### config.mk
export PLATFORM = sky130hd
export DESIGN_NAME = bdl_ctrl
export DESIGN_NICKNAME = d
export VERILOG_FILES = /design/src/bdl_pkg.sv /design/src/bdl_ctrl.sv
export SDC_FILE = /design/constraint.sdc
export NUM_CORES = 1
export LEC_CHECK = 0
export BUFFER_PORTS_ARGS = -buffer_cell sky130_fd_sc_hd__buf_2
export CORE_MARGIN = 2
export CORE_UTILIZATION = 45
export DETAILED_ROUTE_END_ITERATION = 7
export HOLD_SLACK_MARGIN = 0.12
export SLEW_MARGIN = 20
export SYNTH_ARGS = -nofsm -noshare
export SYNTH_HDL_FRONTEND = slang
export SYNTH_SLANG_ARGS = --single-unit
### constraint.sdc
create_clock -name clk -period 105.4 [get_ports clk]
set_clock_uncertainty 0.15 [all_clocks]
set_input_delay 0 -clock clk [delete_from_list [all_inputs] [get_ports clk]]
set_output_delay 0 -clock clk [all_outputs]
set_load 0.005 [all_outputs]
### src/bdl_pkg.sv
// Constants, field layout and state encoding of the duty, startup and lead angle controller.
// Assumes a 100 MHz system clock and a byte-wide register port.
package bdl_pkg;
    // Register offsets
    localparam logic [7:0] OFF_ACK_FIRST    = 8'h00;
    localparam logic [7:0] OFF_ACK_SECOND   = 8'h01;
    localparam logic [7:0] OFF_CURRENT_LIM  = 8'h02;
    localparam logic [7:0] OFF_SOFT_START   = 8'h03;
    localparam logic [7:0] OFF_STARTUP_PER  = 8'h04;
    localparam logic [7:0] OFF_LEAD_LOW     = 8'h05;
    localparam logic [7:0] OFF_LEAD_HIGH    = 8'h06;
    localparam logic [7:0] OFF_LEAD_CEIL    = 8'h07;
    localparam logic [7:0] OFF_DUTY_LOW     = 8'h08;
    localparam logic [7:0] OFF_DUTY_HIGH    = 8'h09;
    localparam logic [7:0] OFF_ACTION       = 8'h0A;
    localparam logic [7:0] OFF_CONTROL      = 8'h0B;
    localparam logic [7:0] OFF_STATUS       = 8'h0C;

    // Writable bit masks; masked bits read as zero
    localparam logic [7:0] MASK_CURRENT_LIM = 8'h3F;
    localparam logic [7:0] MASK_SOFT_START  = 8'h3F;
    localparam logic [7:0] MASK_LEAD_LOW    = 8'h9F;
    localparam logic [7:0] MASK_LEAD_5BIT   = 8'h1F;
    localparam logic [7:0] MASK_ACTION      = 8'h0F;
    localparam logic [7:0] MASK_CONTROL     = 8'h01;

    // Field positions
    localparam int LOW_SEL_LSB  = 0;
    localparam int HIGH_SEL_LSB = 2;
    localparam int RUN_BIT      = 0;

    // Reset values
    localparam logic [7:0] RST_ACK_FIRST    = 8'h55;
    localparam logic [7:0] RST_ACK_SECOND   = 8'hAA;
    localparam logic [7:0] RST_CURRENT_LIM  = 8'h20;
    localparam logic [7:0] RST_SOFT_START   = 8'h08;
    localparam logic [7:0] RST_STARTUP_PER  = 8'h10;
    localparam logic [7:0] RST_LEAD_LOW     = 8'h00;
    localparam logic [7:0] RST_LEAD_HIGH    = 8'h00;
    localparam logic [7:0] RST_LEAD_CEIL    = 8'h1F;
    localparam logic [7:0] RST_DUTY_LOW     = 8'h10;
    localparam logic [7:0] RST_DUTY_HIGH    = 8'hF0;
    localparam logic [7:0] RST_ACTION       = 8'h01;
    localparam logic [7:0] RST_CONTROL      = 8'h00;

    // Out-of-range actions
    localparam logic [1:0] LOW_STOP  = 2'h0;
    localparam logic [1:0] LOW_SAFE  = 2'h1;
    localparam logic [1:0] LOW_HOLD  = 2'h2;
    localparam logic [1:0] HIGH_FULL = 2'h0;
    localparam logic [1:0] HIGH_HOLD = 2'h1;
    localparam logic [1:0] HIGH_STOP = 2'h2;

    localparam logic [7:0] DUTY_FULL   = 8'hFF;
    localparam logic [7:0] DUTY_SAFETY = 8'h40;

    // Startup time base
    localparam int CLK_MHZ     = 100;
    localparam int TICK_US     = 100;
    localparam int TICK_CYCLES = TICK_US * CLK_MHZ;

    typedef enum logic [1:0] {
        ST_IDLE   = 2'b00,
        ST_OPEN   = 2'b01,
        ST_CLOSED = 2'b10
    } bdl_state_t;
endpackage

### src/bdl_ctrl.sv
// Duty translation, open-loop startup with soft start, and lead angle control.
// Assumes duty_in/duty_valid come from capture logic on clk; back-EMF pins are asynchronous.
`timescale 1ns/1ps
module bdl_ctrl #(
    parameter int unsigned TICK_CYCLES = bdl_pkg::TICK_CYCLES
) (
    input  wire logic       clk,
    input  wire logic       resetn,
    input  wire logic [7:0] addr,
    input  wire logic [7:0] wr_data,
    input  wire logic       wr_en,
    input  wire logic       rd_en,
    output logic      [7:0] rd_data,
    input  wire logic [7:0] duty_in,
    input  wire logic       duty_valid,
    input  wire logic       bemf_valid_pin,
    input  wire logic       bemf_zc_pin,
    output logic      [7:0] motor_duty,
    output logic      [4:0] lead_angle,
    output logic      [7:0] current_permit,
    output logic            commutate,
    output logic            closed_loop,
    output logic            input_fault,
    output logic            running
);
    logic [7:0] ack_pattern_first;
    logic [7:0] ack_pattern_second;
    logic [7:0] current_limit_config;
    logic [7:0] soft_start_config;
    logic [7:0] startup_period_config;
    logic [7:0] lead_angle_low_config;
    logic [7:0] lead_angle_high_config;
    logic [7:0] lead_ceiling_config;
    logic [7:0] duty_low_threshold;
    logic [7:0] duty_high_threshold;
    logic [7:0] action_config;
    logic [7:0] control_config;
    logic [1:0] sync1;
    logic [1:0] sync2;
    logic       zc_prev;
    logic [15:0] pre_cnt;
    logic [7:0] per_cnt;
    logic [5:0] ss_cnt;
    bdl_pkg::bdl_state_t state;
    bdl_pkg::bdl_state_t next_state;

    // Register port decode
    wire standby     = (state == bdl_pkg::ST_IDLE);
    wire we_ack0     = wr_en && (addr == bdl_pkg::OFF_ACK_FIRST);
    wire we_ack1     = wr_en && (addr == bdl_pkg::OFF_ACK_SECOND);
    wire we_cl       = wr_en && standby && (addr == bdl_pkg::OFF_CURRENT_LIM);
    wire we_ss       = wr_en && standby && (addr == bdl_pkg::OFF_SOFT_START);
    wire we_sp       = wr_en && standby && (addr == bdl_pkg::OFF_STARTUP_PER);
    wire we_lal      = wr_en && (addr == bdl_pkg::OFF_LEAD_LOW);
    wire we_lah      = wr_en && (addr == bdl_pkg::OFF_LEAD_HIGH);
    wire we_ceil     = wr_en && (addr == bdl_pkg::OFF_LEAD_CEIL);
    wire we_dlo      = wr_en && (addr == bdl_pkg::OFF_DUTY_LOW);
    wire we_dhi      = wr_en && (addr == bdl_pkg::OFF_DUTY_HIGH);
    wire we_act      = wr_en && (addr == bdl_pkg::OFF_ACTION);
    wire we_ctl      = wr_en && (addr == bdl_pkg::OFF_CONTROL);

    // Field views
    wire [1:0] low_input_action_select  = action_config[bdl_pkg::LOW_SEL_LSB +: 2];
    wire [1:0] high_input_action_select = action_config[bdl_pkg::HIGH_SEL_LSB +: 2];
    wire       run_cmd                  = control_config[bdl_pkg::RUN_BIT];
    wire [5:0] soft_start_duration      = soft_start_config[5:0];
    wire [7:0] startup_commutation_period = startup_period_config;
    wire [4:0] lead_angle_low_speed     = lead_angle_low_config[4:0];
    wire [4:0] lead_angle_high_speed    = lead_angle_high_config[4:0];
    wire [4:0] lead_angle_ceiling       = lead_ceiling_config[4:0];
    wire       bemf_ok                  = sync2[0];
    wire       zc_now                   = sync2[1];
    wire       ramp_done                = (current_permit == bdl_pkg::DUTY_FULL);
    wire [7:0] status_byte = {running, closed_loop, input_fault, ramp_done, 2'b00, state};

    wire [7:0] rd_mux =
        (addr == bdl_pkg::OFF_ACK_FIRST)   ? ack_pattern_first :
        (addr == bdl_pkg::OFF_ACK_SECOND)  ? ack_pattern_second :
        (addr == bdl_pkg::OFF_CURRENT_LIM) ? current_limit_config :
        (addr == bdl_pkg::OFF_SOFT_START)  ? soft_start_config :
        (addr == bdl_pkg::OFF_STARTUP_PER) ? startup_period_config :
        (addr == bdl_pkg::OFF_LEAD_LOW)    ? lead_angle_low_config :
        (addr == bdl_pkg::OFF_LEAD_HIGH)   ? lead_angle_high_config :
        (addr == bdl_pkg::OFF_LEAD_CEIL)   ? lead_ceiling_config :
        (addr == bdl_pkg::OFF_DUTY_LOW)    ? duty_low_threshold :
        (addr == bdl_pkg::OFF_DUTY_HIGH)   ? duty_high_threshold :
        (addr == bdl_pkg::OFF_ACTION)      ? action_config :
        (addr == bdl_pkg::OFF_CONTROL)     ? control_config :
        (addr == bdl_pkg::OFF_STATUS)      ? status_byte : 8'h00;

    // Duty translation
    wire       below     = (duty_in < duty_low_threshold);
    wire       above     = (duty_in > duty_high_threshold);
    wire [7:0] span      = duty_high_threshold - duty_low_threshold;
    wire [7:0] offset    = duty_in - duty_low_threshold;
    wire [15:0] map_num  = {8'h00, offset} * 16'h00FF;
    wire [15:0] map_quot = (span == 8'h00) ? 16'h00FF : map_num / {8'h00, span};
    // A degenerate threshold pair saturates rather than dividing by zero
    wire [7:0] map_duty  = (map_quot > 16'h00FF) ? bdl_pkg::DUTY_FULL : map_quot[7:0];
    wire [7:0] safe_duty = (low_input_action_select == bdl_pkg::LOW_SAFE) ? bdl_pkg::DUTY_SAFETY : 8'h00;
    wire [7:0] low_duty  =
        (low_input_action_select == bdl_pkg::LOW_SAFE) ? bdl_pkg::DUTY_SAFETY :
        (low_input_action_select == bdl_pkg::LOW_HOLD) ? motor_duty : 8'h00;
    wire [7:0] high_duty =
        (high_input_action_select == bdl_pkg::HIGH_HOLD) ? motor_duty :
        (high_input_action_select == bdl_pkg::HIGH_STOP) ? 8'h00 : bdl_pkg::DUTY_FULL;
    wire [7:0] next_motor_duty =
        (next_state == bdl_pkg::ST_IDLE) ? 8'h00 :
        !duty_valid ? safe_duty :
        below ? low_duty :
        above ? high_duty : map_duty;

    // Lead angle: weight 0..256 so full drive lands exactly on the high setting
    wire [9:0]         lead_weight = {2'b00, motor_duty} + {9'h000, motor_duty[7]};
    wire signed [5:0]  lead_diff   = $signed({1'b0, lead_angle_high_speed}) - $signed({1'b0, lead_angle_low_speed});
    wire signed [15:0] lead_prod   = lead_diff * $signed(lead_weight);
    wire [7:0]         lead_sum    = {3'b000, lead_angle_low_speed} + lead_prod[15:8];
    wire [4:0]         lead_raw    = lead_sum[4:0];
    wire [4:0]         next_lead   = (lead_raw > lead_angle_ceiling) ? lead_angle_ceiling : lead_raw;

    // Startup time base and commutation
    wire       tick      = !standby && (pre_cnt == 16'(TICK_CYCLES - 1));
    wire [7:0] period    = (startup_commutation_period == 8'h00) ? 8'h01 : startup_commutation_period;
    wire       per_wrap  = tick && ((per_cnt + 8'h01) >= period);
    wire       open_com  = (state == bdl_pkg::ST_OPEN) && per_wrap;
    wire       zc_edge   = zc_now && !zc_prev;
    wire       next_com  = open_com || ((state == bdl_pkg::ST_CLOSED) && zc_edge);
    wire       ss_step   = tick && !ramp_done && (ss_cnt >= soft_start_duration);

    always_comb begin
        next_state = state;
        case (state)
            bdl_pkg::ST_IDLE: begin
                if (run_cmd) begin
                    next_state = bdl_pkg::ST_OPEN;
                end
            end
            bdl_pkg::ST_OPEN: begin
                if (!run_cmd) begin
                    next_state = bdl_pkg::ST_IDLE;
                end else if (bemf_ok) begin
                    next_state = bdl_pkg::ST_CLOSED;
                end
            end
            bdl_pkg::ST_CLOSED: begin
                if (!run_cmd) begin
                    next_state = bdl_pkg::ST_IDLE;
                end else if (!bemf_ok) begin
                    // Losing back-EMF falls back to open-loop instead of stopping
                    next_state = bdl_pkg::ST_OPEN;
                end
            end
            default: begin
                next_state = bdl_pkg::ST_IDLE;
            end
        endcase
    end

    always_ff @(posedge clk or negedge resetn) begin
        if (!resetn) begin
            ack_pattern_first  <= bdl_pkg::RST_ACK_FIRST;
            ack_pattern_second <= bdl_pkg::RST_ACK_SECOND;
        end else begin
            if (we_ack0) ack_pattern_first <= wr_data;
            if (we_ack1) ack_pattern_second <= wr_data;
        end
    end

    // Standby-only group
    always_ff @(posedge clk or negedge resetn) begin
        if (!resetn) begin
            current_limit_config  <= bdl_pkg::RST_CURRENT_LIM;
            soft_start_config     <= bdl_pkg::RST_SOFT_START;
            startup_period_config <= bdl_pkg::RST_STARTUP_PER;
        end else begin
            if (we_cl) current_limit_config <= wr_data & bdl_pkg::MASK_CURRENT_LIM;
            if (we_ss) soft_start_config <= wr_data & bdl_pkg::MASK_SOFT_START;
            if (we_sp) startup_period_config <= wr_data;
        end
    end

    // Run-time adjustable group
    always_ff @(posedge clk or negedge resetn) begin
        if (!resetn) begin
            lead_angle_low_config  <= bdl_pkg::RST_LEAD_LOW;
            lead_angle_high_config <= bdl_pkg::RST_LEAD_HIGH;
            lead_ceiling_config    <= bdl_pkg::RST_LEAD_CEIL;
        end else begin
            if (we_lal) lead_angle_low_config <= wr_data & bdl_pkg::MASK_LEAD_LOW;
            if (we_lah) lead_angle_high_config <= wr_data & bdl_pkg::MASK_LEAD_5BIT;
            if (we_ceil) lead_ceiling_config <= wr_data & bdl_pkg::MASK_LEAD_5BIT;
        end
    end

    always_ff @(posedge clk or negedge resetn) begin
        if (!resetn) begin
            duty_low_threshold  <= bdl_pkg::RST_DUTY_LOW;
            duty_high_threshold <= bdl_pkg::RST_DUTY_HIGH;
            action_config       <= bdl_pkg::RST_ACTION;
            control_config      <= bdl_pkg::RST_CONTROL;
        end else begin
            if (we_dlo) duty_low_threshold <= wr_data;
            if (we_dhi) duty_high_threshold <= wr_data;
            if (we_act) action_config <= wr_data & bdl_pkg::MASK_ACTION;
            if (we_ctl) control_config <= wr_data & bdl_pkg::MASK_CONTROL;
        end
    end

    always_ff @(posedge clk or negedge resetn) begin
        if (!resetn) begin
            rd_data <= 8'h00;
        end else begin
            rd_data <= rd_en ? rd_mux : 8'h00;
        end
    end

    // Back-EMF pins are asynchronous to clk
    always_ff @(posedge clk or negedge resetn) begin
        if (!resetn) begin
            sync1   <= 2'b00;
            sync2   <= 2'b00;
            zc_prev <= 1'b0;
        end else begin
            sync1   <= {bemf_zc_pin, bemf_valid_pin};
            sync2   <= sync1;
            zc_prev <= zc_now;
        end
    end

    always_ff @(posedge clk or negedge resetn) begin
        if (!resetn) begin
            state <= bdl_pkg::ST_IDLE;
        end else begin
            state <= next_state;
        end
    end

    always_ff @(posedge clk or negedge resetn) begin
        if (!resetn) begin
            pre_cnt <= 16'h0000;
            per_cnt <= 8'h00;
        end else if (standby || ((state != bdl_pkg::ST_OPEN) && tick)) begin
            pre_cnt <= tick ? 16'h0000 : (standby ? 16'h0000 : pre_cnt + 16'h0001);
            per_cnt <= 8'h00;
        end else begin
            pre_cnt <= tick ? 16'h0000 : pre_cnt + 16'h0001;
            per_cnt <= per_wrap ? 8'h00 : (tick ? per_cnt + 8'h01 : per_cnt);
        end
    end

    // Longer duration means more ticks per permit step, so a slower ramp
    always_ff @(posedge clk or negedge resetn) begin
        if (!resetn) begin
            ss_cnt         <= 6'h00;
            current_permit <= 8'h00;
        end else if (next_state == bdl_pkg::ST_IDLE) begin
            ss_cnt         <= 6'h00;
            current_permit <= 8'h00;
        end else if (ss_step) begin
            ss_cnt         <= 6'h00;
            current_permit <= current_permit + 8'h01;
        end else if (tick && !ramp_done) begin
            ss_cnt         <= ss_cnt + 6'h01;
        end
    end

    always_ff @(posedge clk or negedge resetn) begin
        if (!resetn) begin
            motor_duty  <= 8'h00;
            lead_angle  <= 5'h00;
            commutate   <= 1'b0;
            closed_loop <= 1'b0;
            input_fault <= 1'b0;
            running     <= 1'b0;
        end else begin
            motor_duty  <= next_motor_duty;
            lead_angle  <= next_lead;
            commutate   <= next_com;
            closed_loop <= (next_state == bdl_pkg::ST_CLOSED);
            input_fault <= !duty_valid;
            running     <= (next_state != bdl_pkg::ST_IDLE);
        end
    end
endmodule

---- After elaboration in Yosys (flattened, before gate mapping) ----
Cells that the tools add are included.
cells by class
  $add $sub $neg .......................... 9
  multipliers ............................. 2
  divide/modulo/power cells ............... 1
  $lt $le $gt $ge ......................... 6
  equal/unequal tests ..................... 24
  shifts and indexed selects .............. 0
  mux-type cells .......................... 45
  bitwise operators ....................... 0
  reduce and logical (&&, ||, !) cells .... 37
operators by type and width
  operator                                                                          count
  8-bit two-way mux                                                                 29
  16-bit two-way mux                                                                5
  8-bit by 4-bit == test with 1-bit output, second input constant                   5
  8-bit by 3-bit == test with 1-bit output, second input constant                   4
  8-bit zero test                                                                   3
  1-bit logical AND                                                                 21
  6-bit two-way mux                                                                 3
  16-bit by 1-bit adder with 16-bit output, second input constant                   1
  8-bit by 1-bit adder with 8-bit output, second input constant                     2
  16-bit by 8-bit divider with 16-bit output                                        1
  16-bit by 14-bit == test with 1-bit output, second input constant                 1
  8-bit by 2-bit == test with 1-bit output, second input constant                   2
  16-bit by 8-bit greater-than comparator with 1-bit output, second input constant  1
  8-bit by 8-bit multiplier with 16-bit output, second input constant               1
  8-bit subtractor                                                                  2
  6-bit by 10-bit multiplier with 13-bit output                                     1
  2-bit two-way mux                                                                 5
  5-bit by 4-bit inequality test with 1-bit output, second input constant           2
  8-bit by 1-bit adder with 9-bit output                                            1
  2-bit == test, second input constant                                              4
  8-bit by 1-bit == test with 1-bit output, second input constant                   1
  8-bit == test, second input constant                                              1
  8-bit >= comparator                                                               1
  8-bit greater-than comparator                                                     1
  other kinds (17)                                                                  26
storage, ports and cells
  flip-flop bits (word level) ............. 143
  latch bits .............................. 0
  bits in writable memories ............... 0
  memory bits (read-only) ................. 0
  output and inout port bits .............. 33
  logic and storage cells ................. 151
  memories kept ........................... 0

---- Longest topological paths before layout ----
Gate-level depths: netlist of the first run.
  word-level depth ........................ 15
  depth in mapped cells ................... 185

---- Least setup slack after synthesis of the first run ----
OpenSTA, ideal clock, no wires.
  path kind ............................... register to register
  from .................................... reg duty_low_threshold[1]
  to ...................................... reg motor_duty[0]
  setup time .............................. 0.140 ns
  data arrival time ....................... 34.602 ns
  path slack .............................. 70.509 ns
  stages on the path, launching flop included .. 173
  path buffers ............................ 11
  clock period less this slack ............ 34.891 ns
  path through ............................ dfrtp_1 -> inv_1 -> ha_1 -> nor2b_1 -> o2111a_1 -> or2_2 -> xor2_1 -> xor2_1 -> ha_1 -> inv_1 -> fa_1 -> fa_1 -> inv_1 -> fa_1 -> ha_1 -> buf_2 -> a211o_1 -> a221oi_1 -> (+137 left out) -> buf_2 -> buf_6 -> nor2_2 -> a21oi_2 -> ha_1 -> a21oi_1 -> nor2b_1 -> o21ai_0 -> nand2b_1 -> a21oi_1 -> nor2b_1 -> o21ai_0 -> nand2b_1 -> a21oi_1 -> nand4_1 -> or4_1 -> o221ai_1 -> o211ai_1
on the way
  word-level cells in the longest chain between the ends .. 10
ends and longest elaborated chain
  element                                                    line             source
  from (decl)                                                bdl_ctrl.sv:34   logic [7:0] duty_low_threshold;
  from (signal assigned)                                     bdl_ctrl.sv:197  duty_low_threshold <= bdl_pkg::RST_DUTY_LOW;
  from (signal assigned)                                     bdl_ctrl.sv:202  if (we_dlo) duty_low_threshold <= wr_data;
  8-bit subtractor                                           bdl_ctrl.sv:95   wire [7:0] offset = duty_in - duty_low_threshold;
  8-bit by 8-bit multiplier with 16-bit output               bdl_ctrl.sv:96   wire [15:0] map_num = {8'h00, offset} * 16'h00FF;
  16-bit by 8-bit divider with 16-bit output                 bdl_ctrl.sv:97   wire [15:0] map_quot = (span == 8'h00) ? 16'h00FF : map_num / {8'h00, span};
  16-bit two-way mux                                         bdl_ctrl.sv:97
  16-bit by 8-bit greater-than comparator with 1-bit output  bdl_ctrl.sv:99   wire [7:0] map_duty = (map_quot > 16'h00FF) ? bdl_pkg::DUTY_FULL : map_quot[7:0];
  8-bit two-way mux                                          bdl_ctrl.sv:99
  8-bit two-way mux                                          bdl_ctrl.sv:111  above ? high_duty : map_duty;
  8-bit two-way mux                                          bdl_ctrl.sv:110  below ? low_duty :
  8-bit two-way mux                                          bdl_ctrl.sv:109  !duty_valid ? safe_duty :
  8-bit two-way mux                                          bdl_ctrl.sv:108  (next_state == bdl_pkg::ST_IDLE) ? 8'h00 :
  to (signal assigned)                                       bdl_ctrl.sv:276  motor_duty <= next_motor_duty;
  to (decl)                                                  bdl_ctrl.sv:18   output logic [7:0] motor_duty,
Several ways; a longest one is shown, not always the timed one.
A chain may end at the register's enable or synchronous reset.

---- Worst setup path in the final report of the first run ----
Ends and elaborated chain as after synthesis.

==> flow_results.xml, run 1 <==
<?xml version="1.0" encoding="UTF-8"?>
<metrics>
  <group name="status">
    <metric name="outcome" unit="">finished clean</metric>
  </group>
  <group name="placed_design">
    <metric name="place.port_buffers" unit="">63</metric>
    <metric name="hpwl" unit="mm">34.98</metric>
    <metric name="globalplace.congestion" unit="">0.8979</metric>
  </group>
  <group name="floorplan">
    <metric name="core_region_area" unit="um^2">36790</metric>
    <metric name="pin_count" unit="">64</metric>
    <metric name="std_cell_rows" unit="">70</metric>
    <metric name="initial_util" unit="%">45.85</metric>
    <metric name="die-height" unit="um">197.6</metric>
    <metric name="die_area" unit="um^2">39050</metric>
    <metric name="floorplan.die.width" unit="um">197.6</metric>
  </group>
  <group name="finish">
    <metric name="count_of_fill_cells_added_during_filler_insertion" unit="">3530</metric>
    <metric name="drive_gt1_share" unit="%">13.76</metric>
    <metric name="ff_latch_area" unit="um^2">3606</metric>
    <metric name="final_net_count" unit="">2317</metric>
    <metric name="most_common_library_cell_in_the_layout_ignoring_fill_and_taps" unit="">sky130_fd_sc_hd__ha_1</metric>
    <metric name="utilization" unit="%">50.33</metric>
    <metric name="layout_common_cells" unit="">sky130_fd_sc_hd__ha_1 (219), sky130_fd_sc_hd__inv_1 (170), sky130_fd_sc_hd__nand2_1 (152), sky130_fd_sc_hd__nor2_1 (148), sky130_fd_sc_hd__dfrtp_1 (121)</metric>
    <metric name="area_growth_syn_to_layout" unit="%">9.763</metric>
    <metric name="multi_input_area" unit="um^2">12450</metric>
  </group>
  <group name="global_routing">
    <metric name="grt_overflow" unit="">0</metric>
    <metric name="grt_pass1_vias" unit="">14184</metric>
    <metric name="grt_usage" unit="%">22.97</metric>
    <metric name="maximum_number_of_pins_on_one_net_before_global_route_repair" unit="">95</metric>
    <metric name="grt_pass1_wl" unit="mm">72.22</metric>
    <metric name="grt_antenna_before_repair" unit="">1</metric>
  </group>
  <group name="critical_path">
    <metric name="critPathCaptureType" unit="">register</metric>
    <metric name="critical_path.slowest_cell" unit="">sky130_fd_sc_hd__or4_1</metric>
    <metric name="cp_max_fo" unit="">19</metric>
    <metric name="worst_setup_path_start_kind" unit="">register</metric>
    <metric name="r2r_cells" unit="">162</metric>
    <metric name="reg2reg_slack" unit="ps">66340</metric>
    <metric name="crit_required" unit="ps">105540</metric>
    <metric name="crit_type" unit="">register to register</metric>
    <metric name="worst_r2r_endpoint" unit="">motor_duty[0]</metric>
    <metric name="r2r-start" unit="">duty_low_threshold[1]</metric>
    <metric name="cp_data_arrival_time" unit="ps">39200</metric>
    <metric name="cpMostUsedCell" unit="">sky130_fd_sc_hd__o21a_1</metric>
    <metric name="crit_path_max_incr_delay" unit="ps">730</metric>
  </group>
  <group name="sta">
    <metric name="achievable_freq" unit="GHz">0.02560</metric>
    <metric name="period_needed" unit="ps">39060</metric>
    <metric name="relSlewSlack" unit="%">28.99</metric>
    <metric name="report.final.setup_viol" unit="">0</metric>
    <metric name="timing.final.hold_violations" unit="">0</metric>
    <metric name="final.setup.tns" unit="ps">0</metric>
    <metric name="min_period_over_period" unit="%">37.06</metric>
    <metric name="slew_violations" unit="">0</metric>
    <metric name="rsz_0062_raised_after_global_routing" unit="">no</metric>
    <metric name="worstMarginPinSlew" unit="ps">1057</metric>
  </group>
  <group name="clocking">
    <metric name="insertion_delay" unit="ps">430</metric>
    <metric name="clkSlewWorstSetupHoldPaths" unit="ps">60</metric>
    <metric name="cts_max_path_buffers" unit="">2</metric>
    <metric name="cts-buffers-inserted" unit="">17</metric>
    <metric name="cts_sinks" unit="">143</metric>
    <metric name="htree_num_levels" unit="">4</metric>
    <metric name="cts_tree" unit="">done</metric>
    <metric name="cts-root-buf" unit="">sky130_fd_sc_hd__clkbuf_16</metric>
  </group>
  <group name="routing">
    <metric name="drc" unit="">0</metric>
    <metric name="drt.antenna.violating_nets" unit="">0</metric>
    <metric name="wirelength" unit="mm">44.04</metric>
    <metric name="detail_route.iter0.violations" unit="">844</metric>
    <metric name="detailedRoute.firstPassIterationCount" unit="">5</metric>
    <metric name="wl_per_cell" unit="um">17.64</metric>
    <metric name="drt-vias-per-instance" unit="">5.780</metric>
    <metric name="route.vias.total" unit="">14428</metric>
  </group>
  <group name="synthesis">
    <metric name="synth.yosys.seq_area_share" unit="%">21.38</metric>
    <metric name="flops_latches_synth" unit="">143</metric>
    <metric name="netlist-cell-type-count" unit="">108</metric>
    <metric name="postSynthAreaPerCell" unit="um^2">8.703</metric>
    <metric name="syn-instance-count" unit="">1938</metric>
    <metric name="synth_fp_nets" unit="">2241</metric>
    <metric name="yosys_most_used_dff" unit="">sky130_fd_sc_hd__dfrtp_1</metric>
    <metric name="synth.yosys.warnings" unit="">0</metric>
    <metric name="synth_edf_count" unit="">0</metric>
    <metric name="synth_async_sr_flop_share" unit="%">100.0</metric>
    <metric name="synth_area" unit="um^2">16870</metric>
  </group>
  <group name="hold_path">
    <metric name="timing.hold.worst.class" unit="">input pin to async pin</metric>
  </group>
  <group name="run">
    <metric name="drv.max_cap_violation_count" unit="">0</metric>
  </group>
</metrics>
kinds of logic (layout without fill, tap and decap cells):
| kind of cell | Yosys count | count (layout) | synth area share [%] |
|---|---|---|---|
| simple gates | 617 | 617 | 18.12 |
| mux | 114 | 114 | 7.685 |
| xor+xnor | 115 | 115 | 5.972 |
| compound gates | 465 | 465 | 19.39 |
| flops | 143 | 143 | 21.38 |
| other cells | 0 | 1 | 0 |
| buf+inv | 211 | 300 | 4.852 |
| fa+ha+maj | 273 | 273 | 22.60 |
state kept, by name, indices dropped and copies added (netlist names), 6 cells and up:
register,count
current_limit_config,6
pre_cnt,16
startup_commutation_period,8
ss_cnt,6
current_permit,8
ack_pattern_second,8
rd_data,8
per_cnt,8
ack_pattern_first,8
motor_duty,8
duty_low_threshold,8
soft_start_config,6
lead_angle_low_config,6
duty_high_threshold,8
through the flow:
| step | cells | worst slack (ps) | hold WS (ps) | area, um^2 |
|---|---|---|---|---|
| floorplan | 1938 | 70510 | -445.6 | 16870 |
| global placement | 2441 | 67690 | -40.11 | 17690 |
| detailed placement | 2441 | 66790 | -39.03 | 17690 |
| CTS | 2495 | 66610 | 128.3 | 18510 |
| global route | 2495 | 62760 | 165.5 | 18510 |
| finish | 2496 | 66340 | 76.95 | 18510 |
routing by layer:
layer	global-route usage, %	vias to the layer above	share of wire (%)
met5	0	-	0.032
met4	7.435	2	2.4
met3	2.663	64	3.7
met2	39.32	302	48
met1	30.21	6908	46
li1	-	7152	-
synth_stat cells (all sizes together), types with 12 or more instances:
cell type	number	share of area, %
o21ai	87	2.6
dfrtp	121	18
inv	172	3.8
mux2	95	6.4
o21a	54	2.4
and2	19	0.70
fa	53	6.3
ha	219	16
buf	12	0.42
mux2i	17	1.0
a21o	42	1.9
clkbuf	27	0.61
nand3	45	1.3
nand2b	42	1.6
nor2	155	3.6
nor3	72	2.2
xor2	43	2.2
or3	14	0.55
nor4	15	0.65
dfstp	22	3.4
a21oi	110	3.5
nand4	17	0.63
xnor2	72	3.7
nand2	152	3.4
o31ai	22	0.98
nor2b	26	0.96
and3	24	0.92
critical path, delay by kind of cell (launching register included):
| family | cells | cell delay [ps] |
|---|---|---|
| multiplexers | 5 | 1470 |
| adder cells (fa/ha/maj) | 21 | 6690 |
| AND/OR/NAND/NOR | 41 | 9420 |
| XOR/XNOR | 4 | 1470 |
| AO/OA/AOI/OAI | 85 | 18460 |
| buffers and inverters | 6 | 710 |
| flip-flops | 1 | 430 |
what timing repair did:
item / CTS / global route
hold buffers: 22 / 0
setup buffers: 0 / 0
hold endpoints to repair: 180 / 0
setup endpoints to repair: 0 / 0
gates resized for setup: 0 / 0
final cells by class:
| class | count | area share (%) |
|---|---|---|
| Inverter | 172 | 3.487 |
| Multi-Input combinational cell | 1584 | 67.25 |
| Clock buffer | 21 | 2.541 |
| Antenna cell | 1 | 0.01352 |
| Timing Repair Buffer | 96 | 3.373 |
| Clock inverter | 11 | 0.6961 |
| Tap cell | 468 | 3.163 |
| Sequential cell | 143 | 19.48 |
worst max path at each step:
stage	start	endpoint	slack, ps	cells after the start
global placement	duty_low_threshold[1]	motor_duty[0]	67690	164
CTS	duty_low_threshold[1]	motor_duty[0]	66610	162
detailed placement	duty_low_threshold[1]	motor_duty[0]	66790	164
finish	duty_low_threshold[1]	motor_duty[0]	66340	162
global route	duty_low_threshold[1]	motor_duty[0]	62760	164
floorplan	duty_low_threshold[1]	motor_duty[0]	70510	172
Power of run 1 is left out: the tool's default activity adds up to more than one toggle a clock period on the data nets, which glitch-free logic cannot reach.
==> run 2, diff against run 1 <==
- clock period: 105.4 -> 38.8 ns (I/O delays scaled with it)
==> flow_results.xml, run 2 (same netlist as run 1, synthesis figures left out) <==
<?xml version="1.0" encoding="UTF-8"?>
<metrics>
  <group name="status">
    <metric name="outcome" unit="">finished clean</metric>
  </group>
  <group name="floorplan">
    <metric name="floorplan.die.width" unit="um">197.6</metric>
    <metric name="pin_count" unit="">64</metric>
    <metric name="core_region_area" unit="um^2">36790</metric>
    <metric name="std_cell_rows" unit="">70</metric>
    <metric name="die-height" unit="um">197.6</metric>
    <metric name="die_area" unit="um^2">39050</metric>
    <metric name="initial_util" unit="%">45.85</metric>
  </group>
  <group name="finish">
    <metric name="layout_common_cells" unit="">sky130_fd_sc_hd__ha_1 (219), sky130_fd_sc_hd__inv_1 (170), sky130_fd_sc_hd__nand2_1 (151), sky130_fd_sc_hd__nor2_1 (145), sky130_fd_sc_hd__dfrtp_1 (121)</metric>
    <metric name="instances_no_fill" unit="">2509</metric>
    <metric name="largest-register" unit="">pre_cnt</metric>
    <metric name="area_growth_syn_to_layout" unit="%">11.34</metric>
    <metric name="final_net_count" unit="">2331</metric>
    <metric name="largest_reg_flops" unit="">16</metric>
    <metric name="postLayoutCellArea" unit="um^2">18780</metric>
    <metric name="most_common_library_cell_in_the_layout_ignoring_fill_and_taps" unit="">sky130_fd_sc_hd__ha_1</metric>
    <metric name="utilization" unit="%">51.05</metric>
    <metric name="drive_gt1_share" unit="%">15.14</metric>
    <metric name="antenna_cells" unit="">0</metric>
  </group>
  <group name="critical_path">
    <metric name="cp_data_arrival_time" unit="ps">36190</metric>
    <metric name="crit_path_max_incr_delay" unit="ps">560</metric>
    <metric name="r2r-start" unit="">duty_low_threshold[1]</metric>
    <metric name="critPathCaptureType" unit="">register</metric>
    <metric name="reg2reg_slack" unit="ps">2750</metric>
    <metric name="worst_setup_path_start_kind" unit="">register</metric>
    <metric name="crit_type" unit="">register to register</metric>
    <metric name="cp_max_fo" unit="">19</metric>
    <metric name="r2r_cells" unit="">165</metric>
    <metric name="critical_path.slowest_cell" unit="">sky130_fd_sc_hd__or4_4</metric>
    <metric name="worst_r2r_endpoint" unit="">motor_duty[0]</metric>
    <metric name="crit_required" unit="ps">38940</metric>
    <metric name="cpMostUsedCell" unit="">sky130_fd_sc_hd__o21a_1</metric>
  </group>
  <group name="global_routing">
    <metric name="maximum_number_of_pins_on_one_net_before_global_route_repair" unit="">90</metric>
    <metric name="grt_pass1_wl" unit="mm">73.12</metric>
    <metric name="grt_usage" unit="%">23.20</metric>
    <metric name="grt_overflow" unit="">0</metric>
    <metric name="grt_antenna_before_repair" unit="">1</metric>
    <metric name="grt_pass1_vias" unit="">14355</metric>
  </group>
  <group name="clocking">
    <metric name="cts-root-buf" unit="">sky130_fd_sc_hd__clkbuf_16</metric>
    <metric name="insertion_delay" unit="ps">420</metric>
    <metric name="cts_max_path_buffers" unit="">2</metric>
    <metric name="cts_tree" unit="">done</metric>
    <metric name="cts_sinks" unit="">143</metric>
    <metric name="clkSlewWorstSetupHoldPaths" unit="ps">60</metric>
    <metric name="htree_num_levels" unit="">4</metric>
    <metric name="cts-buffers-inserted" unit="">17</metric>
  </group>
  <group name="hold_path">
    <metric name="timing.hold.worst.class" unit="">input pin to register</metric>
    <metric name="worstHoldPathCells" unit="">6</metric>
    <metric name="timing.hold.worst.start" unit="">duty_in[7]</metric>
    <metric name="min_delay_worst_endpoint" unit="">motor_duty[6]</metric>
  </group>
  <group name="placed_design">
    <metric name="place.port_buffers" unit="">63</metric>
    <metric name="placedCellCount" unit="">2441</metric>
    <metric name="globalplace.congestion" unit="">0.8977</metric>
    <metric name="placed_cell_area" unit="um^2">17690</metric>
    <metric name="hpwl" unit="mm">34.91</metric>
  </group>
  <group name="sta">
    <metric name="worstMarginPinSlew" unit="ps">959.1</metric>
    <metric name="achievable_freq" unit="GHz">0.02774</metric>
    <metric name="timing.final.hold_violations" unit="">0</metric>
    <metric name="final.hold.worst_slack" unit="ps">197.6</metric>
    <metric name="slew_violations" unit="">0</metric>
    <metric name="period_needed" unit="ps">36050</metric>
    <metric name="report.final.setup_viol" unit="">0</metric>
    <metric name="relSlewSlack" unit="%">35.57</metric>
    <metric name="min_period_over_period" unit="%">92.91</metric>
  </group>
  <group name="routing">
    <metric name="wl_per_cell" unit="um">17.84</metric>
    <metric name="detail_route.iter0.violations" unit="">774</metric>
    <metric name="wirelength" unit="mm">44.76</metric>
    <metric name="drt-vias-per-instance" unit="">5.794</metric>
    <metric name="route.vias.total" unit="">14537</metric>
    <metric name="drc" unit="">0</metric>
    <metric name="detailedRoute.firstPassIterationCount" unit="">7</metric>
    <metric name="drt.antenna.violating_nets" unit="">0</metric>
  </group>
  <group name="run">
    <metric name="drv.max_cap_violation_count" unit="">0</metric>
  </group>
</metrics>
==> run 2: cell types whose count changed in the layout (fill, tap and decap cells not counted), sizes merged <==
cell,previous run,this run
clkinv,3,5
diode,1,0
dlygate4sd3,22,25
inv,176,172
nor2,155,156
clkbuf,21,22
bufinv,2,3
buf,74,84
==> run 2: what timing repair did <==
item / CTS / global route
pin swaps: 0 / 4
hold buffers: 25 / 0
resized for setup: 1 / 33
cloned: 0 / 1
endpoints found under the setup margin: 1 / 2
endpoints found under the hold margin: 179 / 0
buffers inserted: 0 / 10
==> run 2: cell type report <==
cell class                 count  area, um^2
clock inverter                10       141.4
fill                        3493       18010
multi-input combinational   1585       12610
timing repair buffer         109       742.0
sequential                   143        3606
inverter                     172       645.6
clock buffer                  22       444.2
tap                          468       585.6
==> run 2: per-layer routing <==
metal	global-route usage, %	vias to the layer above	routed length, um	part of all wire (%)
met2	39.95	278	21700	48
li1	-	7161	-	-
met4	7.157	2	1062	2.4
met5	0	-	13	0.029
met1	30.26	7029	20230	45
met3	2.988	67	1751	3.9
==> run 2: worst max-delay path: cells and delay by family (launching register included) <==
kind	cells	cell delay, ps
AO/OA/AOI/OAI	82	16060
multiplexers	6	1800
flip-flops	1	430
XOR/XNOR	4	1150
AND/OR/NAND/NOR	43	8710
buffers and inverters	9	1180
adder cells (fa/ha/maj)	21	6410
==> run 2: metrics by stage <==
step	setup TNS (ps)	worst slack, ps
CTS	0	140.5
global placement	0	1080
finish	0	2751
global route	-92.07	-92.07
detailed placement	0	104.1
floorplan	0	3909
==> run 2: worst max path at each step <==
stage                          startpoint             to  slack (ps)  cells after the start
floorplan           duty_low_threshold[1]  motor_duty[0]        3910                    172
global placement    duty_low_threshold[1]  motor_duty[0]        1080                    164
CTS                 duty_low_threshold[1]  motor_duty[0]         140                    162
global route        duty_low_threshold[0]  motor_duty[0]         -90                    167
detailed placement  duty_low_threshold[1]  motor_duty[0]         100                    163
finish              duty_low_threshold[1]  motor_duty[0]        2750                    165
Power of run 2 is left out for the same reason.
==> run 3, diff against run 2 <==
- CORE_UTILIZATION: 45 -> 30
==> flow_results.xml, run 3 (same netlist as run 1, synthesis figures left out) <==
<?xml version="1.0" encoding="UTF-8"?>
<metrics>
  <group name="status">
    <metric name="outcome" unit="">finished clean</metric>
  </group>
  <group name="critical_path">
    <metric name="cp_max_fo" unit="">19</metric>
    <metric name="cp_data_arrival_time" unit="ps">36370</metric>
    <metric name="crit_required" unit="ps">38940</metric>
    <metric name="crit_path_max_incr_delay" unit="ps">580</metric>
    <metric name="worst_setup_path_start_kind" unit="">register</metric>
    <metric name="cpMostUsedCell" unit="">sky130_fd_sc_hd__o21a_1</metric>
    <metric name="critPathBufInv" unit="">9</metric>
    <metric name="crit_type" unit="">register to register</metric>
    <metric name="critPathTopFamily" unit="">compound AO/OA/AOI/OAI gates</metric>
    <metric name="critPathCaptureType" unit="">register</metric>
    <metric name="critical_path.slowest_cell" unit="">sky130_fd_sc_hd__fa_1</metric>
  </group>
  <group name="routing">
    <metric name="detailedRoute.firstPassIterationCount" unit="">7</metric>
    <metric name="wirelength" unit="mm">46.16</metric>
    <metric name="detail_route.iter0.violations" unit="">930</metric>
    <metric name="wl_per_cell" unit="um">16.58</metric>
    <metric name="drt-vias-per-instance" unit="">5.280</metric>
    <metric name="drt.antenna.violating_nets" unit="">0</metric>
    <metric name="drc" unit="">0</metric>
    <metric name="route.vias.total" unit="">14700</metric>
  </group>
  <group name="floorplan">
    <metric name="std_cell_rows" unit="">86</metric>
    <metric name="pin_count" unit="">64</metric>
    <metric name="floorplan.die.width" unit="um">241.1</metric>
    <metric name="die-height" unit="um">241.1</metric>
    <metric name="core_region_area" unit="um^2">55310</metric>
    <metric name="die_area" unit="um^2">58130</metric>
    <metric name="initial_util" unit="%">30.49</metric>
  </group>
  <group name="global_routing">
    <metric name="grt_overflow" unit="">0</metric>
    <metric name="grt_pass1_wl" unit="mm">74.51</metric>
    <metric name="grt_usage" unit="%">15.81</metric>
    <metric name="grt_pass1_vias" unit="">14448</metric>
    <metric name="maximum_number_of_pins_on_one_net_before_global_route_repair" unit="">85</metric>
    <metric name="grt_antenna_before_repair" unit="">0</metric>
  </group>
  <group name="hold_path">
    <metric name="timing.hold.worst.class" unit="">input pin to register</metric>
  </group>
  <group name="clocking">
    <metric name="insertion_delay" unit="ps">430</metric>
    <metric name="cts-buffers-inserted" unit="">17</metric>
    <metric name="cts-root-buf" unit="">sky130_fd_sc_hd__clkbuf_16</metric>
    <metric name="cts_max_path_buffers" unit="">2</metric>
    <metric name="htree_num_levels" unit="">4</metric>
    <metric name="cts_sinks" unit="">143</metric>
    <metric name="clkSlewWorstSetupHoldPaths" unit="ps">60</metric>
    <metric name="cts_tree" unit="">done</metric>
  </group>
  <group name="sta">
    <metric name="final.setup.tns" unit="ps">0</metric>
    <metric name="report.final.setup_viol" unit="">0</metric>
    <metric name="achievable_freq" unit="GHz">0.02760</metric>
    <metric name="timing.final.hold_violations" unit="">0</metric>
    <metric name="period_needed" unit="ps">36230</metric>
    <metric name="slew_violations" unit="">0</metric>
    <metric name="worstMarginPinSlew" unit="ps">859.7</metric>
    <metric name="min_period_over_period" unit="%">93.38</metric>
    <metric name="final.hold.worst_slack" unit="ps">159.1</metric>
    <metric name="relSlewSlack" unit="%">42.24</metric>
  </group>
  <group name="finish">
    <metric name="instances_no_fill" unit="">2784</metric>
    <metric name="utilization" unit="%">34.57</metric>
    <metric name="largest_reg_flops" unit="">16</metric>
    <metric name="layout_common_cells" unit="">sky130_fd_sc_hd__ha_1 (219), sky130_fd_sc_hd__inv_1 (169), sky130_fd_sc_hd__nand2_1 (151), sky130_fd_sc_hd__nor2_1 (144), sky130_fd_sc_hd__dfrtp_1 (121)</metric>
    <metric name="final_net_count" unit="">2327</metric>
    <metric name="area_growth_syn_to_layout" unit="%">13.37</metric>
    <metric name="largest-register" unit="">pre_cnt</metric>
    <metric name="antenna_cells" unit="">0</metric>
    <metric name="drive_gt1_share" unit="%">15.57</metric>
    <metric name="most_common_library_cell_in_the_layout_ignoring_fill_and_taps" unit="">sky130_fd_sc_hd__ha_1</metric>
  </group>
  <group name="placed_design">
    <metric name="globalplace.congestion" unit="">0.8899</metric>
    <metric name="hpwl" unit="mm">36.27</metric>
    <metric name="place.port_buffers" unit="">63</metric>
    <metric name="placedCellCount" unit="">2720</metric>
  </group>
  <group name="run">
    <metric name="drv.max_cap_violation_count" unit="">0</metric>
  </group>
</metrics>
run 3: path summary, 6_finish.rpt:
kind,start,endpoint,slack (ps),cells after the start
min in group asynchronous,resetn,ack_pattern_second[3],540,3
max in group asynchronous,resetn,motor_duty[1],37180,4
worst min register to register,sync1[0],sync2[0],200,0
worst max-delay path,duty_low_threshold[0],motor_duty[0],2570,162
worst max register to register,duty_low_threshold[0],motor_duty[0],2570,162
worst min-delay path,addr[6],rd_data[0],160,6
run 3: worst min-delay path, cell delays in order:
cell,delay [ps]
sky130_fd_sc_hd__buf_2,80
sky130_fd_sc_hd__nor4_1,70
sky130_fd_sc_hd__nand2b_1,180
sky130_fd_sc_hd__o211ai_1,120
sky130_fd_sc_hd__o21ai_0,140
sky130_fd_sc_hd__a21oi_1,90
run 3: repair_timing:
item / in CTS / in global routing
pin swaps: 0 / 5
setup endpoints to repair: 1 / 2
hold endpoints to repair: 151 / 0
hold buffers: 23 / 0
resized for setup: 4 / 40
buffers inserted: 0 / 10
run 3: area by class of cell:
type | instances | area (um^2)
fill | 5663 | 36190
multi-input combinational | 1584 | 12640
sequential | 143 | 3606
tap | 748 | 935.9
timing repair buffer | 106 | 726.9
inverter | 172 | 645.6
clock buffer | 21 | 450.4
clock inverter | 10 | 113.9
run 3: stage by stage:
stage | setup slack, ps | cell area (um^2)
finish | 2567 | 19120
CTS | 173.8 | 18860
global route | -70.16 | 19120
floorplan | 3909 | 16870
global placement | 960.6 | 18030
detailed placement | -152.7 | 18030
run 3: routing by layer:
layer	track usage (%)	share of wire (%)
met2	27.15	49
met1	20.90	46
met5	0	0
met4	4.396	2.0
met3	1.819	3.9
Power of run 3 is left out for the same reason.
